### src/blcfg_consts.svh
`ifndef BLCFG_CONSTS_SVH
`define BLCFG_CONSTS_SVH
// target address and derived first bytes
`define BLCFG_TARGET_ADDR 7'h36
`define BLCFG_WRITE_BYTE 8'h6c
`define BLCFG_READ_BYTE 8'h6d
// register indices on the link
`define BLCFG_REG_ENABLE 8'h10
`define BLCFG_REG_MODE 8'h11
`define BLCFG_REG_FAULT 8'h1f
`define BLCFG_NUM_REGS 32
// fault register bit positions
`define BLCFG_FAULT_OC_BIT 1
`define BLCFG_FAULT_TH_BIT 2
// timing
`define BLCFG_CLK_MHZ 250
`define BLCFG_WINDOW_US 128
`define BLCFG_WINDOW_CYC (`BLCFG_WINDOW_US * `BLCFG_CLK_MHZ)
`define BLCFG_OC_MIN_EVENTS 2
`define BLCFG_OC_WINDOWS 32
// host apb register offsets
`define BLCFG_APB_CTRL 12'h000
`define BLCFG_APB_STATUS 12'h004
`define BLCFG_APB_IRQ_STAT 12'h008
`define BLCFG_APB_IRQ_MASK 12'h00c
`define BLCFG_APB_DIV 12'h010
// ctrl fields
`define BLCFG_CTRL_GO 0
`define BLCFG_CTRL_RD 1
`define BLCFG_CTRL_REG_LSB 8
`define BLCFG_CTRL_DATA_LSB 16
`define BLCFG_DIV_RESET 16'h0014
`endif

### src/blcfg_pkg.sv
package blcfg_pkg;
  typedef enum logic [2:0] {
    BLCFG_D_IDLE, BLCFG_D_RECV, BLCFG_D_ACK, BLCFG_D_SEND, BLCFG_D_MACK
  } blcfg_dev_state_t;
  typedef enum logic [2:0] {
    BLCFG_H_IDLE, BLCFG_H_START, BLCFG_H_BIT, BLCFG_H_ACK, BLCFG_H_RSTART, BLCFG_H_STOP
  } blcfg_host_state_t;
endpackage

### src/blcfg_if.sv
`timescale 1ns/1ps
interface blcfg_if;
  logic scl_o;
  logic scl_oe;
  logic sda_dev_o;
  logic sda_dev_oe;
  logic sda_host_o;
  logic sda_host_oe;
  // open-drain wire level worked out by the bench from these
  logic scl_i;
  logic sda_i;
  modport device (input scl_i, input sda_i, output sda_dev_o, output sda_dev_oe);
  modport host (input scl_i, input sda_i, output scl_o, output scl_oe,
    output sda_host_o, output sda_host_oe);
endinterface

### src/blcfg_device.sv
// Decided for this implementation: the register offsets and the APB slave port.
`timescale 1ns/1ps
// Overview of operation
// - overcurrent cuts switch for rest of period
// - count overcurrent events per 128us window
// - fault bit after 32 windows with two+
// - overtemperature stops boost, sets thermal bit
// - boost restarts alone when die cools
// - start and stop detected while scl high
// - bus busy from start until stop
// - repeated start restarts address reception
// - host changes sda only while scl low
// - respond only to own 7-bit address
// - eighth bit selects write or read
// - write: register index then data byte
// - bytes eight bits, msb first
// - device pulls sda low on ninth pulse
// - change mode only with strings disabled (the device accepts a mode write whatever enable_reg holds)
`include "blcfg_consts.svh"
module blcfg_device
  import blcfg_pkg::*;
#(
  parameter int WINDOW_CYC = `BLCFG_WINDOW_CYC
) (
  input wire logic pclk,
  input wire logic presetn,
  blcfg_if.device link,
  input wire logic period_start,
  input wire logic oc_event,
  input wire logic over_temp,
  output logic switch_allow,
  output logic boost_enable,
  output logic bus_busy,
  output logic [7:0] enable_reg,
  output logic [7:0] mode_reg
);
  if (WINDOW_CYC < 4) begin : g_window_check
    $error("window too short");
  end

  typedef struct packed {
    logic [1:0] scl_s;
    logic [1:0] sda_s;
    logic scl_q;
    logic sda_q;
    blcfg_dev_state_t st;
    logic [3:0] bitcnt;
    logic [7:0] shreg;
    logic [1:0] bytenum;
    logic rd;
    logic [7:0] index;
    logic sda_low;
    logic busy;
    logic [255:0] regs;
    logic oc_cut;
    logic [31:0] wcnt;
    logic [1:0] evcnt;
    logic [5:0] wins;
    logic oc_fault;
    logic th_fault;
    logic th_active;
  } blcfg_dev_t;

  blcfg_dev_t r, next_r;

  logic scl, sda, scl_rise, scl_fall, start_c, stop_c;
  assign scl = r.scl_s[1];
  assign sda = r.sda_s[1];
  assign scl_rise = scl & ~r.scl_q;
  assign scl_fall = ~scl & r.scl_q;
  assign start_c = scl & r.scl_q & r.sda_q & ~sda;
  assign stop_c = scl & r.scl_q & ~r.sda_q & sda;

  function automatic logic [7:0] rd_reg(input blcfg_dev_t s, input logic [7:0] idx);
    logic [7:0] v;
    v = s.regs[idx[4:0]*8 +: 8];
    if (idx == `BLCFG_REG_FAULT) begin
      v[`BLCFG_FAULT_OC_BIT] = s.oc_fault;
      v[`BLCFG_FAULT_TH_BIT] = s.th_fault;
    end
    return v;
  endfunction

  always_comb begin
    next_r = r;
    next_r.scl_s = {r.scl_s[0], link.scl_i};
    next_r.sda_s = {r.sda_s[0], link.sda_i};
    next_r.scl_q = scl;
    next_r.sda_q = sda;
    // ---- overcurrent: cut for rest of period, resume at next period
    if (oc_event) begin
      next_r.oc_cut = 1'b1;
    end else if (period_start) begin
      next_r.oc_cut = 1'b0;
    end
    // ---- pulse density qualifier
    if (r.wcnt == 32'(WINDOW_CYC - 1)) begin
      next_r.wcnt = '0;
      next_r.evcnt = '0;
      // an event in the window's last cycle still belongs to this window
      if (r.evcnt >= 2'(`BLCFG_OC_MIN_EVENTS)
          || (oc_event && r.evcnt == 2'(`BLCFG_OC_MIN_EVENTS - 1))) begin
        if (r.wins == 6'(`BLCFG_OC_WINDOWS - 1)) begin
          next_r.oc_fault = 1'b1;
        end else begin
          next_r.wins = r.wins + 6'd1;
        end
      end else begin
        next_r.wins = '0;
      end
    end else begin
      next_r.wcnt = r.wcnt + 32'd1;
      if (oc_event && r.evcnt != 2'd3) next_r.evcnt = r.evcnt + 2'd1;
    end
    // ---- thermal: detector hysteresis is analog, flag is sticky
    next_r.th_active = over_temp;
    if (over_temp) next_r.th_fault = 1'b1;
    // ---- link
    if (start_c) begin
      next_r.busy = 1'b1;
      next_r.st = BLCFG_D_RECV;
      next_r.bitcnt = '0;
      next_r.bytenum = '0;
      next_r.sda_low = 1'b0;
    end else if (stop_c) begin
      next_r.busy = 1'b0;
      next_r.st = BLCFG_D_IDLE;
      next_r.sda_low = 1'b0;
    end else begin
      case (r.st)
        BLCFG_D_RECV: begin
          if (scl_rise) begin
            next_r.shreg = {r.shreg[6:0], sda};
            next_r.bitcnt = r.bitcnt + 4'd1;
          end else if (scl_fall && r.bitcnt == 4'd8) begin
            next_r.bitcnt = '0;
            if (r.bytenum == 2'd0) begin
              if (r.shreg[7:1] == `BLCFG_TARGET_ADDR) begin
                next_r.rd = r.shreg[0];
                next_r.sda_low = 1'b1;
                next_r.st = BLCFG_D_ACK;
              end else begin
                next_r.st = BLCFG_D_IDLE;
              end
            end else begin
              if (r.bytenum == 2'd1) begin
                next_r.index = r.shreg;
              end else begin
                if (r.index[7:5] == 3'd0 && r.index != `BLCFG_REG_FAULT) begin
                  next_r.regs[r.index[4:0]*8 +: 8] = r.shreg;
                end
                next_r.index = r.index + 8'd1;
              end
              next_r.sda_low = 1'b1;
              next_r.st = BLCFG_D_ACK;
            end
          end
        end
        BLCFG_D_ACK: begin
          if (scl_fall) begin
            next_r.sda_low = 1'b0;
            if (r.bytenum != 2'd2) next_r.bytenum = r.bytenum + 2'd1;
            if (r.rd) begin
              next_r.shreg = rd_reg(r, r.index);
              next_r.sda_low = ~next_r.shreg[7];
              next_r.bitcnt = 4'd1;
              next_r.st = BLCFG_D_SEND;
            end else begin
              next_r.st = BLCFG_D_RECV;
            end
          end
        end
        BLCFG_D_SEND: begin
          if (scl_fall) begin
            if (r.bitcnt == 4'd8) begin
              next_r.sda_low = 1'b0;
              next_r.st = BLCFG_D_MACK;
            end else begin
              next_r.sda_low = ~r.shreg[7 - 3'(r.bitcnt)];
              next_r.bitcnt = r.bitcnt + 4'd1;
            end
          end
        end
        BLCFG_D_MACK: begin
          if (scl_rise) begin
            if (sda) begin
              next_r.st = BLCFG_D_IDLE;
            end else begin
              next_r.index = r.index + 8'd1;
              next_r.st = BLCFG_D_ACK;
            end
          end
        end
        default: next_r.st = BLCFG_D_IDLE;
      endcase
    end
    // reading the fault register clears the thermal flag only with over_temp low and the oc flag only with wins at zero
    if (r.th_fault && !over_temp && r.st == BLCFG_D_MACK && scl_rise
        && r.index == `BLCFG_REG_FAULT) begin
      next_r.th_fault = 1'b0;
    end
    if (r.oc_fault && r.st == BLCFG_D_MACK && scl_rise
        && r.index == `BLCFG_REG_FAULT && r.wins == 6'd0) begin
      next_r.oc_fault = 1'b0;
    end
  end

  always_ff @(posedge pclk or negedge presetn) begin
    if (!presetn) begin
      r <= '{scl_s: 2'b11, sda_s: 2'b11, scl_q: 1'b1, sda_q: 1'b1, st: BLCFG_D_IDLE,
             default: '0};
    end else begin
      r <= next_r;
    end
  end

  assign link.sda_dev_o = 1'b0;
  assign link.sda_dev_oe = r.sda_low;
  assign switch_allow = ~r.oc_cut & ~r.th_active;
  assign boost_enable = ~r.th_active;
  assign bus_busy = r.busy;
  assign enable_reg = r.regs[`BLCFG_REG_ENABLE*8 +: 8];
  assign mode_reg = r.regs[`BLCFG_REG_MODE*8 +: 8];
endmodule

### src/flat_wrapper.sv
// flat-port wrapper written by rule: the top's interface ports become plain ports
module blcfg_device_flat import blcfg_pkg::*;
#(
  parameter int WINDOW_CYC = `BLCFG_WINDOW_CYC
)
  (pclk, presetn, period_start, oc_event, over_temp, switch_allow, boost_enable, bus_busy, enable_reg, mode_reg, link_scl_i, link_sda_i, link_sda_dev_o, link_sda_dev_oe);
  blcfg_if link_i ();
  input wire logic pclk;
  input wire logic presetn;
  input wire logic period_start;
  input wire logic oc_event;
  input wire logic over_temp;
  output logic switch_allow;
  output logic boost_enable;
  output logic bus_busy;
  output logic [7:0] enable_reg;
  output logic [7:0] mode_reg;
  input wire logic [$bits(link_i.scl_i)-1:0] link_scl_i;
  input wire logic [$bits(link_i.sda_i)-1:0] link_sda_i;
  output wire logic [$bits(link_i.sda_dev_o)-1:0] link_sda_dev_o;
  output wire logic [$bits(link_i.sda_dev_oe)-1:0] link_sda_dev_oe;
  assign link_i.scl_i = link_scl_i;
  assign link_i.sda_i = link_sda_i;
  assign link_sda_dev_o = link_i.sda_dev_o;
  assign link_sda_dev_oe = link_i.sda_dev_oe;
  blcfg_device #(.WINDOW_CYC(WINDOW_CYC)) u_core (.pclk(pclk), .presetn(presetn), .link(link_i), .period_start(period_start), .oc_event(oc_event), .over_temp(over_temp), .switch_allow(switch_allow), .boost_enable(boost_enable), .bus_busy(bus_busy), .enable_reg(enable_reg), .mode_reg(mode_reg));
endmodule
### config.mk
export PLATFORM = sky130hd
export DESIGN_NAME = blcfg_device_flat
export DESIGN_NICKNAME = d
export VERILOG_FILES = /design/src/blcfg_pkg.sv /design/src/blcfg_if.sv /design/src/blcfg_device.sv /design/src/flat_wrapper.sv
export VERILOG_INCLUDE_DIRS = /design/src
export SDC_FILE = /design/constraint.sdc
export NUM_CORES = 1
export LEC_CHECK = 0
export BUFFER_PORTS_ARGS = -buffer_cell sky130_fd_sc_hd__buf_4
export CAP_MARGIN = 20
export CELL_PAD_IN_SITES_DETAIL_PLACEMENT = 1
export CELL_PAD_IN_SITES_GLOBAL_PLACEMENT = 1
export CORE_ASPECT_RATIO = 0.7
export CORE_MARGIN = 3
export CORE_UTILIZATION = 51
export CTS_BUF_LIST = sky130_fd_sc_hd__clkbuf_8
export DETAILED_ROUTE_END_ITERATION = 6
export GPL_TIMING_DRIVEN = 0
export HOLD_SLACK_MARGIN = 0.03
export PLACE_DENSITY = 0.81
export SETUP_SLACK_MARGIN = 0.02
export SLEW_MARGIN = 20
export SYNTH_ARGS = -nofsm -noshare
export SYNTH_HDL_FRONTEND = slang
export SYNTH_SLANG_ARGS = --single-unit
### constraint.sdc
create_clock -name pclk -period 5.5 [get_ports pclk]
set_clock_uncertainty 0.15 [all_clocks]
set_input_delay 0.55 -clock pclk [delete_from_list [all_inputs] [get_ports pclk]]
set_output_delay 0.55 -clock pclk [all_outputs]
set_load 0.005 [all_outputs]
==> impl_metrics.toml <==
[run_status]
status = "finished clean"

[worst_setup_path]
worst-setup-path-type = "flip-flop to flip-flop"
arrival_ns = 5.68
critical-path-top-delay-family = "buffers and inverters"
path_common_cell = "buf_2"
path_cells = "buf_2 -> clkbuf_4 -> buf_2 -> clkinv_1 -> ha_1 -> inv_1 -> nor3_1 -> ha_1 -> or3b_1 -> nor4_4 -> buf_4 -> nand3_1 -> buf_2 -> nand2_1 -> o31ai_1"
r2r_cells = 15
cp-start-kind = "flip-flop"
worstReg2RegEnd = "u_core.r[56]"
path_max_fanout = 10
slowest_stage = "or3b_1"
crit_path_max_incr_delay_ns = 0.54
setup.worst_path.end_class = "flip-flop"
r2r_setup_slack_ns = 0.15
crit_buf_inv = 7
critical_path_required_ns = 5.83
reg2reg_from = "u_core.r[302]"

[drt]
drtIter0Drc = 1682
vias_per_cell = 6.572
routed_wl_mm = 63.42
wl_per_cell_um = 28.95
drt-pass1-iter-count = 6
ant_nets = 0
vias = 14399
drcViolationCount = 0

[layout]
stdcell_area_um2 = 18540
fin_nets = 1751
num-fill-cells = 3482
multi_input_area_um2 = 7406
instances_no_fill = 2191
utilization_pct = 59.13
largest_reg_flops = 312
area_growth_pct = 13.49
seqCellArea_um2 = 8366
drive_above_1_share_pct = 14.14

[timing]
whs_ns = 0.06384
relSlewSlack_pct = 15.64
finalCritPeriodShare_pct = 97.21
slew_violations = 0
worstMarginPinSlew_ns = 1.265
setup_violations = 0
grt_setup_unrepaired = "no"
fin_crit_ns = 5.347
max_freq_mhz = 187.0
hold_violations = 0

[clock_tree]
cts_buffers = 52
cts_tree = "done"
root_buffer = "clkbuf_8"
clockBufferDepth = 3
h-tree-depth = 2
worst_setup_hold_path_clk_slew_ns = 0.07
clock_latency_ns = 0.64
clock-sinks = 334

[floorplanning]
die_area_um2 = 34250
dieHeight_um = 155.7
core_um2 = 31350
io_pins = 28
num_rows = 54
fp.dieW_um = 219.9
start_util_pct = 52.10

[synth]
synth_edf_count = 0
syn_area_um2 = 16330
synth_top_flop_cell = "dfrtp_1"
synth_cell_types = 74
seq_area_frac_synth_pct = 51.21
yosys_warnings = 0
synth_nets = 1653
synth-seq-cells = 334
syn_avg_cell_area_um2 = 10.03
async_flop_share_pct = 100.0
postSynthCellCount = 1629

[place]
globalplace.congestion = 1.017
placed_area_um2 = 17150
placedCellCount = 2078
dp_hpwl_mm = 45.87
numPortBuffers = 26

[hold_path]
holdPathEnd = "u_core.r[43]"
min_from = "period_start"
hold_path_depth = 3
hp-class = "input port to flip-flop"

[global_routing]
first_global_vias = 14623
grtUsageTotal_pct = 37.53
grt_max_degree = 100
antenna_found_initial = 2
grt_pass1_wl_mm = 94.27
grt-ovfl-total = 0

[power]
pwr-share-clk_pct = 43.0
powerDensity_nw_per_um2 = 297.6
internal_power_mw = 3.951
cellLeakagePower_nw = 7.685
share_comb_of_total_power_pct = 10.6
p_seq_share_pct = 46.4
p_sw_mw = 1.566
ir_drop_uv = 220.7
swShare_pct = 28.38

[job]
maxCapViolations = 0
repair_timing:
item                       in CTS  in global routing
setup endpoints to repair      31                 67
buffers inserted                6                  2
pin swaps                       2                  1
hold buffers                    5                  0
resized for setup               2                  6
hold endpoints to repair       55                  0
metal layers:
metal / vias up / track usage (%) / share of wire [%]
met5: - / 0 / 0.17
met4: 4 / 12.50 / 3.4
met3: 162 / 17.91 / 15
met2: 855 / 49.61 / 39
met1: 7339 / 54.14 / 42
li1: 6039 / - / -
logic make-up after synthesis:
| logic type | after synthesis | synth area share [%] |
|---|---|---|
| XOR/XNOR | 29 | 1.555 |
| AO/OA/AOI/OAI | 403 | 15.22 |
| other | 1 | 0.02296 |
| adder cells (fa/ha/maj) | 17 | 1.302 |
| AND/OR/NAND/NOR | 616 | 17.18 |
| multiplexers | 95 | 9.851 |
| buffers and inverters | 134 | 3.654 |
| flip-flops | 334 | 51.21 |
how the worst max path moves through the flow:
stage             startpoint             to  slack, ns  depth (start not counted)
3_3_place_gp   u_core.r[305]  u_core.r[118]      -0.01                         12
3_5_place_dp   u_core.r[302]  u_core.r[211]      -0.13                         12
2_1_floorplan  u_core.r[302]   u_core.r[58]       1.70                         13
4_1_cts        u_core.r[302]  u_core.r[211]       0.32                         12
5_1_grt        u_core.r[302]  u_core.r[206]       0.03                         13
6_report       u_core.r[302]   u_core.r[56]       0.15                         15
per-stage QoR:
step | setup TNS, ns | setup WS (ns) | total power, mW
global placement | -0.01942 | -0.01061 | 3.108
CTS | 0 | 0.3195 | 5.479
global route | 0 | 0.03135 | 5.675
floorplan | 0 | 1.699 | 2.870
detailed placement | -1.388 | -0.1332 | 3.135
finish | 0 | 0.1533 | 5.517
layout make-up:
class                   instances  area share, %
multi-input cells            1161          39.95
well taps                     420          2.835
plain buffers                 113          2.828
inverters                      21         0.4455
clock buffers                  67          4.974
diodes                          3        0.04050
clock inverters                28          1.323
repair buffers                 44          2.477
flip-flops and latches        334          45.13
tightest hold or removal path, stage by stage:
cell	delay (ns)
buf_4	0.11
inv_1	0.04
a21o_1	0.09
placed cells by master, fill, tap and decap left out, types with 5 or more instances in the layout:
master and instances:
buf_4 48, mux2_2 6, and3_1 6, ha_1 17, a22oi_1 5, o22ai_1 13
inv_1 29, clkinv_2 9, a2111oi_0 5, mux4_2 52, nor4_4 5, nand2_1 386
nand3_1 60, mux2i_1 37, nor3_1 16, nor2b_1 17, xnor2_1 15, clkbuf_1 65
o31ai_1 93, nor4_1 5, o21ai_0 196, and2_1 9, nand4_1 15, nand2b_1 7
buf_2 20, o22a_1 7, a211oi_1 7, buf_1 6, clkbuf_8 67, dfrtp_1 328
dlygate4sd3_1 5, nor2_1 54, xor2_1 14, a31oi_1 10, a221o_1 6, a21oi_1 30
dfstp_2 6
power groups by stage:
stage               clock (mW)  sequential (mW)  combinational, mW
floorplan                    0             2.57              0.301
global placement             0             2.59              0.515
detailed placement           0             2.60              0.538
CTS                       2.38             2.55              0.546
global route              2.50             2.56              0.621
finish                    2.37             2.56              0.587
cell usage after synthesis, types with 5 or more instances:
cell type	number	share of area (%)
dfstp_2	6	0.97
o22ai_1	13	0.50
buf_2	21	0.64
buf_1	6	0.14
clkbuf_1	68	1.6
nor2_1	54	1.2
a21oi_1	30	0.92
a211oi_1	7	0.32
mux4_2	52	7.2
o21ai_0	196	6.0
nor2b_1	17	0.65
xor2_1	14	0.75
and3_1	6	0.23
a31oi_1	10	0.38
nand2b_1	7	0.27
nand3_1	60	1.8
ha_1	17	1.3
nor3_1	16	0.49
dfrtp_1	328	50
nand2_1	386	8.9
a221o_1	6	0.37
nor4_1	5	0.19
mux2i_1	37	2.3
o31ai_1	93	4.3
nand4_1	15	0.57
xnor2_1	15	0.80
a22oi_1	5	0.23
buf_4	18	0.83
and2_1	9	0.34
o22a_1	7	0.38
inv_1	19	0.44
mux2_2	6	0.41
a2111oi_0	5	0.27
No activity file was read; power rests on OpenSTA's default activity.
